File: src/rfh_pkg.sv
// Constants, types and register map of the regulator fault and hiccup sequencer
package rfh_pkg;
    localparam int CLK_NS = 50;
    localparam int LEB_NS = 150;
    localparam int LEB_CYC = (LEB_NS + CLK_NS - 1) / CLK_NS;
    localparam int OK_DELAY_NS = 5000000;
    localparam int OK_DELAY_CYC = OK_DELAY_NS / CLK_NS;
    localparam int CNT_W = 7;
    localparam int OCP_LIM_LOW = 30;
    localparam int OCP_LIM_HIGH = 120;
    localparam int BOOT_MISS_CYC = 14;
    localparam int BOOT_SHORT_CYC = 32;
    localparam int FB_W = 8;
    localparam int FB_FULL = 255;
    localparam int FREQ_W = 12;
    localparam int MIN_PCT = 12;
    localparam int FULL_PCT = 100;
    localparam int FREQ_FLOOR_KHZ = 100;
    localparam logic [FREQ_W-1:0] BASE_FREQ_RST = 12'h190;
    localparam int ADDR_W = 8;
    localparam logic [ADDR_W-1:0] ADDR_CTRL = 8'h00;
    localparam logic [ADDR_W-1:0] ADDR_BASE = 8'h04;
    localparam logic [ADDR_W-1:0] ADDR_STAT = 8'h08;
    localparam logic [ADDR_W-1:0] ADDR_CNT = 8'h0C;
    localparam int CTRL_EN_BIT = 0;
    localparam logic CTRL_EN_RST = 1'b1;
    // Positions of the comparator flags in the flag vector
    localparam int FL_EN = 0;
    localparam int FL_SS_OFF = 1;
    localparam int FL_SS_REF = 2;
    localparam int FL_SS_CLR = 3;
    localparam int FL_SS_HLOW = 4;
    localparam int FL_SS_FB = 5;
    localparam int FL_FB_REG = 6;
    localparam int FL_FB_OV = 7;
    localparam int FL_FB_UV = 8;
    localparam int FL_FB_MID = 9;
    localparam int FL_I_HARD = 10;
    localparam int FL_I_BUCK = 11;
    localparam int FL_I_BB = 12;
    localparam int FL_BB_MODE = 13;
    localparam int FL_BOOT_MISS = 14;
    localparam int FL_BOOT_SHORT = 15;
    localparam int FL_TSD = 16;
    localparam int FL_VIN_START = 17;
    localparam int FL_VIN_STOP = 18;
    localparam int FL_PWM_CLK = 19;
    localparam int FL_HS_ON = 20;
    localparam int NFLAG = 21;
    typedef enum logic [2:0] {
        ST_FAULT, ST_CHARGE, ST_RUN, ST_HICCUP, ST_LATCH
    } rfh_state_e;
    typedef struct packed {
        logic pin_ok;
        logic ok_released;
        logic pwm_on;
        logic retry;
        logic vin_ok;
        rfh_state_e state;
    } rfh_stat_s;
    typedef struct packed {
        logic [CNT_W-1:0] boot;
        logic [CNT_W-1:0] overcurrent_protection;
    } rfh_cnt_s;
endpackage

File: src/rfh_cnt_if.sv
// Link between the sequencer and a PWM cycle counter
`timescale 1ns/1ps
`default_nettype none
interface rfh_cnt_if #(parameter int W = 7);
    logic tick;
    logic cond;
    logic clr;
    logic [W-1:0] limit;
    logic [W-1:0] count;
    logic reached;
    modport ctl(output tick, output cond, output clr, output limit,
                input count, input reached);
    modport cnt(input tick, input cond, input clr, input limit,
                output count, output reached);
endinterface
`default_nettype wire

File: src/rfh_sync.sv
// Two-stage synchroniser for comparator flags
`timescale 1ns/1ps
`default_nettype none
module rfh_sync #(parameter int W = 1) (
    input wire logic clk_sys,
    input wire logic sys_rst,
    input wire logic [W-1:0] d,
    output logic [W-1:0] q
);
    typedef struct packed {
        logic [W-1:0] s1;
        logic [W-1:0] s2;
    } rfh_sync_s;
    rfh_sync_s s_q;
    rfh_sync_s s_d;

    always_comb begin
        s_d = s_q;
        s_d.s1 = d;
        s_d.s2 = s_q.s1;
    end

    always_ff @(posedge clk_sys) begin
        if (sys_rst) begin
            s_q <= '0;
        end else begin
            s_q <= s_d;
        end
    end

    assign q = s_q.s2;
endmodule // rfh_sync
`default_nettype wire

File: src/rfh_cycle_counter.sv
// Counter of consecutive PWM cycles that show a condition
`timescale 1ns/1ps
`default_nettype none
module rfh_cycle_counter #(parameter int W = 7) (
    input wire logic clk_sys,
    input wire logic sys_rst,
    rfh_cnt_if.cnt cif
);
    typedef struct packed {
        logic seen;
        logic [W-1:0] count;
    } rfh_ctr_s;
    rfh_ctr_s c_q;
    rfh_ctr_s c_d;

    always_comb begin
        c_d = c_q;
        if (cif.cond) begin
            c_d.seen = 1'b1;
        end
        if (cif.tick) begin
            c_d.seen = 1'b0;
            if (c_q.seen || cif.cond) begin
                if (c_q.count != '1) begin
                    c_d.count = c_q.count + 1'b1;
                end
            end else begin
                c_d.count = '0;
            end
        end
        if (cif.clr) begin
            c_d = '0;
        end
    end

    always_ff @(posedge clk_sys) begin
        if (sys_rst) begin
            c_q <= '0;
        end else begin
            c_q <= c_d;
        end
    end

    assign cif.count = c_q.count;
    assign cif.reached = (c_q.count >= cif.limit);
endmodule // rfh_cycle_counter
`default_nettype wire

File: src/rfh_sequencer.sv
// Startup, fault, hiccup and output-ok sequencer with APB registers
`timescale 1ns/1ps
`default_nettype none
module rfh_sequencer
    import rfh_pkg::*;
#(
    parameter int OK_DELAY = rfh_pkg::OK_DELAY_CYC
) (
    input wire logic clk_sys,
    input wire logic sys_rst,
    input wire logic [rfh_pkg::NFLAG-1:0] flag_in,
    input wire logic [rfh_pkg::FB_W-1:0] fb_level,
    input wire logic ok_ind_i,
    output logic ok_ind_o,
    output logic ok_ind_oe,
    output logic ss_source_en,
    output logic ss_fast_dis,
    output logic ss_slow_sink,
    output logic comp_pull_down,
    output logic pwm_enable,
    output logic hs_force_off,
    output logic target_ref,
    output logic [rfh_pkg::FREQ_W-1:0] freq_khz,
    output logic freq_half,
    input wire logic psel,
    input wire logic penable,
    input wire logic pwrite,
    input wire logic [rfh_pkg::ADDR_W-1:0] paddr,
    input wire logic [31:0] pwdata,
    output logic [31:0] prdata,
    output logic pready,
    output logic pslverr
);
    import rfh_pkg::*;

    localparam int OKW = $clog2(OK_DELAY + 1);
    localparam int LBW = $clog2(LEB_CYC + 1);
    localparam int SYW = NFLAG + FB_W + 1;

    typedef struct packed {
        rfh_state_e state;
        logic vin_ok;
        logic retry;
        logic pwm_d;
        logic hs_d;
        logic [LBW-1:0] blank;
        logic [OKW-1:0] okcnt;
        logic ctrl_en;
        logic [FREQ_W-1:0] base;
        logic ss_src;
        logic ss_fast;
        logic ss_slow;
        logic comp_pd;
        logic pwm_en;
        logic hs_off;
        logic tgt_ref;
        logic [FREQ_W-1:0] freq;
        logic half;
        logic ok_oe;
        logic [31:0] prdata;
        logic pready;
        logic pslverr;
    } rfh_main_s;

    rfh_main_s s_q;
    rfh_main_s s_d;

    logic [SYW-1:0] syn;
    logic [NFLAG-1:0] f;
    logic [FB_W-1:0] fb_s;
    logic pin_ok_s;
    logic tick;
    logic hs_rise;
    logic fault;
    logic hard;
    logic oc_pulse;
    logic run;
    logic setup;
    rfh_state_e ns;
    rfh_stat_s stat;
    rfh_cnt_s cnts;

    rfh_cnt_if #(.W(CNT_W)) ocp_if();
    rfh_cnt_if #(.W(CNT_W)) boot_if();

    // Comparator flags into the clock domain
    rfh_sync #(.W(SYW)) u_sync (
        .clk_sys(clk_sys),
        .sys_rst(sys_rst),
        .d({ok_ind_i, fb_level, flag_in}),
        .q(syn)
    );
    assign f = syn[NFLAG-1:0];
    assign fb_s = syn[NFLAG+FB_W-1:NFLAG];
    assign pin_ok_s = syn[SYW-1];

    rfh_cycle_counter #(.W(CNT_W)) u_ocp_cnt (
        .clk_sys(clk_sys),
        .sys_rst(sys_rst),
        .cif(ocp_if)
    );
    rfh_cycle_counter #(.W(CNT_W)) u_boot_cnt (
        .clk_sys(clk_sys),
        .sys_rst(sys_rst),
        .cif(boot_if)
    );

    // Startup frequency from feedback level
    function automatic logic [FREQ_W-1:0] rfh_freq(
        input logic [FREQ_W-1:0] base,
        input logic [FB_W-1:0] fb,
        input logic half
    );
        int fr;
        fr = int'(base) * (MIN_PCT * FB_FULL + (FULL_PCT - MIN_PCT) *
             int'(fb)) / (FULL_PCT * FB_FULL);
        if (half) begin
            fr = fr / 2;
        end
        if (fr < FREQ_FLOOR_KHZ) begin
            fr = FREQ_FLOOR_KHZ;
        end
        return FREQ_W'(fr);
    endfunction

    assign tick = f[FL_PWM_CLK] && !s_q.pwm_d;
    assign hs_rise = f[FL_HS_ON] && !s_q.hs_d;
    assign run = (s_q.state == ST_RUN);
    assign fault = !f[FL_EN] || !s_q.ctrl_en || !s_q.vin_ok ||
                   f[FL_TSD];
    assign hard = run && f[FL_I_HARD] && (s_q.blank == '0);
    assign oc_pulse = (f[FL_BB_MODE] ? f[FL_I_BB] : f[FL_I_BUCK]) &&
                      !f[FL_I_HARD] && (s_q.blank == '0);
    assign setup = psel && !penable;

    assign ocp_if.tick = tick;
    assign ocp_if.cond = run && oc_pulse;
    assign ocp_if.clr = !run;
    assign ocp_if.limit = f[FL_FB_MID] ? CNT_W'(OCP_LIM_HIGH) :
                          CNT_W'(OCP_LIM_LOW);
    assign boot_if.tick = tick;
    assign boot_if.cond = run && (f[FL_BOOT_MISS] || f[FL_BOOT_SHORT]);
    assign boot_if.clr = !run;
    assign boot_if.limit = f[FL_BOOT_SHORT] ? CNT_W'(BOOT_SHORT_CYC) :
                           CNT_W'(BOOT_MISS_CYC);

    always_comb begin
        stat = '0;
        stat.state = s_q.state;
        stat.vin_ok = s_q.vin_ok;
        stat.retry = s_q.retry;
        stat.pwm_on = s_q.pwm_en;
        stat.ok_released = !s_q.ok_oe;
        stat.pin_ok = pin_ok_s;
        cnts.overcurrent_protection = ocp_if.count;
        cnts.boot = boot_if.count;
    end

    always_comb begin
        s_d = s_q;
        ns = s_q.state;
        s_d.pwm_d = f[FL_PWM_CLK];
        s_d.hs_d = f[FL_HS_ON];
        if (hs_rise) begin
            s_d.blank = LBW'(LEB_CYC);
        end else if (s_q.blank != '0) begin
            s_d.blank = s_q.blank - 1'b1;
        end
        if (f[FL_VIN_START]) begin
            s_d.vin_ok = 1'b1;
        end else if (!f[FL_VIN_STOP]) begin
            s_d.vin_ok = 1'b0;
        end
        case (s_q.state)
            ST_FAULT: begin
                s_d.retry = 1'b0;
                if (!fault && f[FL_SS_CLR]) begin
                    ns = ST_CHARGE;
                end
            end
            ST_CHARGE: begin
                if (fault) begin
                    ns = ST_FAULT;
                end else if (f[FL_SS_OFF] && f[FL_SS_FB]) begin
                    ns = ST_RUN;
                end
            end
            ST_RUN: begin
                if (fault) begin
                    ns = ST_FAULT;
                end else if (hard) begin
                    ns = ST_LATCH;
                end else if (ocp_if.reached || boot_if.reached) begin
                    ns = ST_HICCUP;
                    s_d.retry = 1'b1;
                end else if (f[FL_SS_REF]) begin
                    s_d.retry = 1'b0;
                end
            end
            ST_HICCUP: begin
                if (fault) begin
                    ns = ST_FAULT;
                end else if (f[FL_SS_HLOW]) begin
                    ns = ST_CHARGE;
                end
            end
            ST_LATCH: begin
                ns = ST_LATCH;
            end
            default: begin
                ns = ST_FAULT;
            end
        endcase
        s_d.state = ns;
        s_d.ss_src = (ns == ST_CHARGE) || (ns == ST_RUN);
        s_d.ss_fast = (ns == ST_FAULT) || (ns == ST_LATCH);
        s_d.ss_slow = (ns == ST_HICCUP);
        s_d.comp_pd = (ns != ST_RUN);
        s_d.pwm_en = (ns == ST_RUN);
        s_d.hs_off = (ns == ST_LATCH);
        s_d.tgt_ref = f[FL_SS_REF];
        s_d.half = s_d.retry;
        s_d.freq = rfh_freq(s_q.base,
                            f[FL_SS_REF] ? FB_W'(FB_FULL) : fb_s,
                            s_d.half);
        // Output-ok qualification and release delay
        if (f[FL_FB_OV] || f[FL_FB_UV] || f[FL_TSD] || !s_d.vin_ok ||
            !f[FL_FB_REG]) begin
            s_d.okcnt = '0;
            s_d.ok_oe = 1'b1;
        end else if (s_q.okcnt < OKW'(OK_DELAY)) begin
            s_d.okcnt = s_q.okcnt + 1'b1;
            s_d.ok_oe = 1'b1;
        end else begin
            s_d.ok_oe = 1'b0;
        end
        // APB slave
        s_d.pready = setup;
        s_d.pslverr = 1'b0;
        s_d.prdata = '0;
        if (setup) begin
            case (paddr)
                ADDR_CTRL: begin
                    s_d.prdata = 32'(s_q.ctrl_en);
                end
                ADDR_BASE: begin
                    s_d.prdata = 32'(s_q.base);
                end
                ADDR_STAT: begin
                    s_d.prdata = 32'(stat);
                end
                ADDR_CNT: begin
                    s_d.prdata = 32'(cnts);
                end
                default: begin
                    s_d.pslverr = 1'b1;
                end
            endcase
        end
        if (psel && penable && s_q.pready && pwrite) begin
            if (paddr == ADDR_CTRL) begin
                s_d.ctrl_en = pwdata[CTRL_EN_BIT];
            end else if (paddr == ADDR_BASE) begin
                s_d.base = pwdata[FREQ_W-1:0];
            end
        end
    end

    always_ff @(posedge clk_sys) begin
        if (sys_rst) begin
            s_q <= '0;
            s_q.state <= ST_FAULT;
            s_q.ss_fast <= 1'b1;
            s_q.comp_pd <= 1'b1;
            s_q.ok_oe <= 1'b1;
            s_q.ctrl_en <= CTRL_EN_RST;
            s_q.base <= BASE_FREQ_RST;
            s_q.freq <= FREQ_W'(FREQ_FLOOR_KHZ);
        end else begin
            s_q <= s_d;
        end
    end

    assign ok_ind_o = 1'b0;
    assign ok_ind_oe = s_q.ok_oe;
    assign ss_source_en = s_q.ss_src;
    assign ss_fast_dis = s_q.ss_fast;
    assign ss_slow_sink = s_q.ss_slow;
    assign comp_pull_down = s_q.comp_pd;
    assign pwm_enable = s_q.pwm_en;
    assign hs_force_off = s_q.hs_off;
    assign target_ref = s_q.tgt_ref;
    assign freq_khz = s_q.freq;
    assign freq_half = s_q.half;
    assign prdata = s_q.prdata;
    assign pready = s_q.pready;
    assign pslverr = s_q.pslverr;

    // Checks
    property p_boot_miss;
        @(posedge clk_sys) disable iff (sys_rst)
        (run && !fault && !hard && f[FL_BOOT_MISS] && !f[FL_BOOT_SHORT] &&
         boot_if.count >= CNT_W'(BOOT_MISS_CYC)) |=> s_q.state == ST_HICCUP;
    endproperty
    a_boot_miss: assert property (p_boot_miss)
        else $error("boot missing did not enter hiccup");

    property p_boot_short;
        @(posedge clk_sys) disable iff (sys_rst)
        (run && !fault && !hard && f[FL_BOOT_SHORT] &&
         boot_if.count < CNT_W'(BOOT_SHORT_CYC)) |=> s_q.state != ST_HICCUP
         || $past(ocp_if.reached);
    endproperty
    a_boot_short: assert property (p_boot_short)
        else $error("boot short entered hiccup too early");

    property p_start_offset;
        @(posedge clk_sys) disable iff (sys_rst)
        $rose(s_q.pwm_en) |-> $past(f[FL_SS_OFF]) && $past(s_q.ss_src);
    endproperty
    a_start_offset: assert property (p_start_offset)
        else $error("switching began below soft-start offset");

    property p_prebias;
        @(posedge clk_sys) disable iff (sys_rst)
        $rose(s_q.pwm_en) |-> $past(f[FL_SS_FB]);
    endproperty
    a_prebias: assert property (p_prebias)
        else $error("switching began below pre-bias level");

    property p_floor;
        @(posedge clk_sys) disable iff (sys_rst)
        s_q.freq >= FREQ_W'(FREQ_FLOOR_KHZ);
    endproperty
    a_floor: assert property (p_floor)
        else $error("frequency below floor");

    property p_half;
        @(posedge clk_sys) disable iff (sys_rst)
        (s_q.state == ST_HICCUP) |-> s_q.half;
    endproperty
    a_half: assert property (p_half)
        else $error("hiccup without halved frequency");

    property p_disable;
        @(posedge clk_sys) disable iff (sys_rst)
        (!f[FL_EN] && s_q.state != ST_LATCH) |=>
            s_q.ss_fast && s_q.state == ST_FAULT;
    endproperty
    a_disable: assert property (p_disable)
        else $error("disable did not discharge soft-start");

    property p_clear;
        @(posedge clk_sys) disable iff (sys_rst)
        (s_q.state == ST_FAULT ##1 s_q.state == ST_CHARGE) |->
            $past(f[FL_SS_CLR]);
    endproperty
    a_clear: assert property (p_clear)
        else $error("fault latch cleared above clear level");

    property p_slow;
        @(posedge clk_sys) disable iff (sys_rst)
        (s_q.state == ST_HICCUP) |-> s_q.ss_slow && !s_q.ss_fast &&
            s_q.comp_pd;
    endproperty
    a_slow: assert property (p_slow)
        else $error("hiccup without slow sink");

    property p_ok_delay;
        @(posedge clk_sys) disable iff (sys_rst)
        $fell(s_q.ok_oe) |-> $past(s_q.okcnt) == OKW'(OK_DELAY);
    endproperty
    a_ok_delay: assert property (p_ok_delay)
        else $error("output-ok released before delay");

    property p_ok_drop;
        @(posedge clk_sys) disable iff (sys_rst)
        (f[FL_FB_OV] || f[FL_FB_UV] || f[FL_TSD]) |=> s_q.ok_oe;
    endproperty
    a_ok_drop: assert property (p_ok_drop)
        else $error("output-ok not pulled low at once");

    property p_latch;
        @(posedge clk_sys) disable iff (sys_rst)
        (s_q.state == ST_LATCH) |=> s_q.state == ST_LATCH && s_q.hs_off;
    endproperty
    a_latch: assert property (p_latch)
        else $error("hard short latch released");

    property p_ocp_low;
        @(posedge clk_sys) disable iff (sys_rst)
        (run && !fault && !hard && !f[FL_FB_MID] &&
         ocp_if.count >= CNT_W'(OCP_LIM_LOW)) |=> s_q.state == ST_HICCUP;
    endproperty
    a_ocp_low: assert property (p_ocp_low)
        else $error("pulse limit did not enter hiccup");
endmodule // rfh_sequencer
`default_nettype wire

File: config.mk
export PLATFORM = sky130hd
export DESIGN_NAME = rfh_sequencer
export DESIGN_NICKNAME = d
export VERILOG_FILES = /design/src/rfh_pkg.sv /design/src/rfh_cnt_if.sv /design/src/rfh_sync.sv /design/src/rfh_cycle_counter.sv /design/src/rfh_sequencer.sv
export SDC_FILE = /design/constraint.sdc
export NUM_CORES = 1
export LEC_CHECK = 0
export BUFFER_PORTS_ARGS = -buffer_cell sky130_fd_sc_hd__buf_2
export CAP_MARGIN = 20
export CORE_UTILIZATION = 35
export CTS_BUF_LIST = sky130_fd_sc_hd__clkbuf_16
export DETAILED_ROUTE_END_ITERATION = 7
export PLACE_DENSITY = 0.51
export SYNTH_ARGS = -nofsm -noshare
export SYNTH_HDL_FRONTEND = slang
export SYNTH_SLANG_ARGS = --single-unit
File: constraint.sdc
create_clock -name clk_sys -period 20 [get_ports clk_sys]
set_input_delay 2 -clock clk_sys [delete_from_list [all_inputs] [get_ports clk_sys]]
set_output_delay 2 -clock clk_sys [all_outputs]
set_load 0.005 [all_outputs]
After elaboration in Yosys (flattened, before gate mapping)
Cells that the tools add are included.
Operators by class
  add/sub/neg operators: 6
  $mul: 2
  divide/modulo/power cells: 1
  $lt $le $gt $ge: 4
  equality and inequality tests: 16
  muxes and demuxes: 30
  bitwise gates (word level): 4
  reductions and logical operators: 54
Operator list (count)
  one-hot mux 14 bit (4 select lines): 1
  2-to-1 mux 7 bit: 5
  adder 32 x 1 -> 32 bit: 1
  divider 32 x 16 -> 32 bit (second input constant): 1
  < comparator 32 x 8 -> 1 bit (second input constant): 1
  2-to-1 mux 32 bit: 1
  multiplier 12 x 16 -> 28 bit: 1
  2-to-1 mux 3 bit: 8
  adder 17 x 1 -> 17 bit (second input constant): 1
  < comparator 17 bit (second input constant): 1
  adder 12 x 15 -> 16 bit (first input constant): 1
  == test 8 x 4 -> 1 bit (second input constant): 2
  one-hot mux 3 bit (5 select lines): 1
  adder 7 x 1 -> 7 bit (second input constant): 2
  logical AND 1 bit: 14
  != test 7 bit (second input constant): 2
  logical OR 1 bit: 13
  == test 3 x 2 -> 1 bit (second input constant): 4
  multiplier 4 x 8 -> 12 bit (first input constant): 1
  logical NOT 1 bit: 11
  2-to-1 mux 1 bit: 9
  == test 8 x 3 -> 1 bit (second input constant): 1
  logical NOT 8 bit: 1
  2-to-1 mux 8 bit: 1
  other kinds (20): 33
Word-level totals
  bits in registers: 169
  bits of input ports: 75
  output and inout bits: 56
  logic and storage cells: 144

Depth between registers and ports, before layout
  word-level depth: 10
  gate-level depth with buffers: 85
  gate-level depth less buffers: 74

Cells and area by module
Synthesis repeated with hierarchy kept, for this count alone.
Unflattened totals
  cell total of the unflattened synthesis: 2462
  area total of the unflattened synthesis: 19762.7 um2
By module, submodules not included
  rfh_sequencer: instances 1, cells an instance 2184, area an instance 16917.5 um2, sequential area each 1501.4 um2
  rfh_sync: instances 1, cells an instance 126, area an instance 1606.5 um2, sequential area each 1201.2 um2
  rfh_cycle_counter: instances 2, cells an instance 76, area an instance 619.3 um2, sequential area each 160.2 um2

Worst setup path before layout
No wires, ideal clock.
  path kind: flip-flop to flip-flop
  start: register u_sync.s_q, in the netlist u_sync.q[2]
  end: register s_q, in the netlist freq_khz[0]
  library setup time: 0.086 ns
  arrival time: 19.617 ns
  required time: 19.914 ns
  setup slack: 0.296 ns
  stages on the path, launching flop included: 79
  path buffers: 7
  clock period less this slack: 19.704 ns
  cells stage by stage: dfxtp_1 > clkbuf_1 > or2_2 > ha_1 > fa_1 > ha_1 > a21o_1 > a21oi_1 > o21bai_1 > a21oi_1 > o21bai_1 > a21oi_1 > xnor2_1 > xor2_1 > clkbuf_1 > nand2_1 > fa_1 > fa_1 > [... 43 more ...] > a221oi_2 > o22ai_2 > a21boi_4 > a22oi_1 > o2111a_2 > o2111a_1 > or4_1 > and3_1 > o21a_1 > a221o_1 > a31oi_1 > xor2_1 > a31o_2 > and3_1 > o21ai_2 > mux2_2 > a311o_1 > a221oi_2
Between the ends
  cells in the longest elaborated chain, start to end: 10
  elaborated cells on any way between the ends: 15
  those cells by class: add/sub (2); mul (2); div (1); order compare (1); mux (7); bitwise (1); reduce/logical (1)
RTL lines
  start, declared: RTL line rfh_sync.sv:14  | rfh_sync_s s_q;
  start signal, assigned: RTL line rfh_sync.sv:25  | s_q <= '0;
  start signal, assigned: RTL line rfh_sync.sv:27  | s_q <= s_d;
  2-to-1 mux 8 bit: RTL line rfh_sequencer.sv:224  | f[FL_SS_REF] ? FB_W'(FB_FULL) : fb_s,
  multiplier 4 x 8 -> 12 bit: RTL line rfh_sequencer.sv:115  | fr = int'(base) * (MIN_PCT * FB_FULL + (FULL_PCT - MIN_PCT) *
  adder 12 x 15 -> 16 bit: RTL line rfh_sequencer.sv:115
  multiplier 12 x 16 -> 28 bit: RTL line rfh_sequencer.sv:115
  divider 32 x 16 -> 32 bit: RTL line rfh_sequencer.sv:116  | int'(fb)) / (FULL_PCT * FB_FULL);
  AND 1 bit (no line)
  adder 32 x 1 -> 32 bit (no line)
  2-to-1 mux 32 bit *: RTL line rfh_sequencer.sv:117  | if (half) begin
  < comparator 32 x 8 -> 1 bit: RTL line rfh_sequencer.sv:120  | if (fr < FREQ_FLOOR_KHZ) begin
  OR reduction 2 bit (no line)
  end, declared: RTL line rfh_sequencer.sv:65  | rfh_main_s s_q;
Every way passes the cells marked *; elsewhere a longest branch is shown, timed or not.
A chain may end at the register's enable or synchronous reset.

Worst setup path in the final report
Ends and elaborated chain as after synthesis.

==> impl_metrics.json <==
{
  "hold_viol_final": 0,
  "slowest_delay_ns": 0.59,
  "syn_avg_cell_area_sq_um": 8.07,
  "grt-ovfl-total": 0,
  "clock-sinks": 151,
  "grt_usage_pct": 19.2,
  "wl_met3_microns": 1210,
  "grt_setup_unrepaired": "true",
  "finalInstanceArea_sq_um": 26200,
  "via_count": 18800,
  "yosysWarnings": 0,
  "root_buffer": "clkbuf_16",
  "finalSetupViolations": 0,
  "antenna_found_initial": 1,
  "fp.dieArea_sq_um": 55200,
  "maxCapViolations": 0,
  "cp-start-kind": "flop",
  "path_class": "reg2reg",
  "dpl_cell_area_sq_um": 23700,
  "ios": 131,
  "die_h_microns": 235,
  "totalNegativeSetupSlack_ns": 0,
  "grt_pass1_vias": 18500,
  "ys_types": 133,
  "arrival_ns": 19.86,
  "die_x_microns": 235,
  "crit_fanout": 9,
  "drt_iter0_drc": 806,
  "grt_max_degree": 91,
  "ctsHtreeMaxLevel": 4,
  "start_util_pct": 35.4,
  "syn-cell-area_sq_um": 19000,
  "post-route-min-period_ns": 19.53,
  "numCtsBuffers": 17,
  "cts_tree": "done",
  "slew_violations": 0,
  "cts_hold_buffers": 0,
  "slew_headroom_pct": 37.0,
  "cp_slowest_cell": "or4_4",
  "ys.flop_type": "dfxtp_1",
  "antenna_cells": 0,
  "cp_data_required_time_ns": 20.33,
  "clock_latency_ns": 0.42,
  "layout_commonest_cell": "buf_4",
  "min_path_type": "reg2reg",
  "wl_met2_microns": 27400,
  "multiInputGateArea_sq_um": 15900,
  "fp.coreArea_sq_um": 53700,
  "worst_path_most_repeated_cell": "buf_4",
  "drive_gt1_share_pct": 35.4,
  "hpwl_microns": 44100,
  "async_flop_share_pct": 0,
  "seqCellArea_sq_um": 3030,
  "gp_congestion": 0.861,
  "status": "completed",
  "fin_crit_sh_pct": 97.6,
  "syn_inst": 2356,
  "drc": 0,
  "grt_first_pass_wirelength_microns": 89900,
  "detail_route.wl_per_cell_microns": 15.2,
  "io_buffers": 91,
  "max_freq_mhz": 51.2,
  "dr.pass1.iters": 5,
  "clockBufferDepth": 2,
  "postRouteAntennaNets": 0,
  "nNetsFinal": 3247,
  "worst_slew_pin_slew_ns": 0.945,
  "highest_layer": "met5",
  "fin_skew_ns": 0.0149,
  "ys_seq_elements": 151,
  "most-common-layout-cells": "buf_4, nand2_1, inv_1",
  "critPathCaptureType": "flop",
  "vias_per_cell": 5.15,
  "row_count": 85,
  "fill_cells": 5133,
  "path_clk_slew_ns": 0.07,
  "areaGrowthSynthToFinish_pct": 37.9,
  "synth_edf_count": 0,
  "yosysSeqAreaShare_pct": 15.9,
  "routed_wl_microns": 55600,
  "wl_met1_microns": 26100
}
-- synth_stat cells (52+ instances only) --
| cell type | number | share of area [%] |
|---|---|---|
| nand2_1 | 204 | 4.0 |
| inv_1 | 196 | 3.9 |
| nor2_1 | 186 | 3.7 |
| dfxtp_1 | 151 | 16 |
| fa_1 | 125 | 13 |
| a21oi_1 | 111 | 2.9 |
| nor2b_1 | 98 | 3.2 |
| ha_1 | 95 | 6.3 |
| xnor2_1 | 95 | 4.4 |
| o21ai_0 | 89 | 2.3 |
| and2_1 | 87 | 2.9 |
| clkbuf_1 | 68 | 1.3 |
| nor3_1 | 52 | 1.4 |
-- flip-flops by register name (all words and copies together), names as in the netlist, 7 cells and up --
signal,count
u_ocp_cnt.cif.count,7
prdata,14
u_boot_cnt.cif.count,7
s_q,38
freq_khz,12
u_sync.s_d,30
u_sync.q,30
-- routing by layer --
layer  track usage [%]  vias to the layer above
met5                 0                        -
met4              3.95                        2
li1                  -                     9414
met2              33.9                      255
met3              1.43                       58
met1              25.6                     9107
-- through the flow --
stage	hold slack, ns	setup slack (ns)	utilization (%)	instances
2_1_floorplan	0.406	0.296	-	2374
3_3_place_gp	0.416	-0.269	44.0	3552
3_5_place_dp	0.420	-0.444	44.0	3552
6_report	0.433	0.472	48.8	3661
5_1_grt	0.448	-0.302	48.8	3661
4_1_cts	0.436	0.000741	46.1	3600
-- cells by family (layout without fill, tap and decap cells) --
logic type / Yosys count / count (layout) / synth area share (%)
adders and majority gates: 231 / 231 / 20.0
muxes: 56 / 56 / 3.15
AOI/OAI and AO/OA: 565 / 565 / 22.3
buffers and inverters: 332 / 923 / 7.63
xor gates and xnor gates: 148 / 148 / 7.16
DFF: 151 / 151 / 15.9
and+or+nand+nor: 872 / 872 / 23.8
other: 1 / 19 / 0.0197
-- cell type report --
cell class | count | share of cell area, %
clock buffers | 17 | 1.62
clock inverters | 15 | 0.630
inverters | 196 | 2.81
multi-input cells | 1891 | 60.7
flip-flops and latches | 151 | 11.6
well taps | 696 | 3.32
repair buffers | 695 | 19.4
-- timing repair --
item,4_1_cts,5_1_grt
pin swaps,40,156
setup buffers,16,60
gates resized for setup,78,198
cloned,0,1
endpoints found under the setup margin,2,11
-- worst max-delay path: cells and delay by family, from the launching register on --
kind                       cells  cell delay (ns)
adders and majority gates      9             3.90
buffers and inverters         11             1.54
xor gates and xnor gates       6             0.87
DFF                            1             0.37
and+or+nand+nor               21             5.06
muxes                          1             0.32
AOI/OAI and AO/OA             30             7.37
-- worst paths after layout --
kind,cells past startpoint,end,slack (ns),startpoint
min,1,u_sync.q[23],0.43,u_sync.s_d[23]
min reg2reg,1,u_sync.q[23],0.43,u_sync.s_d[23]
max reg2reg,78,freq_khz[0],0.47,u_sync.q[2]
max,78,freq_khz[0],0.47,u_sync.q[2]
Power is not shown: default switching activity piles up to over one toggle a cycle in this logic, so the estimate is an artifact.
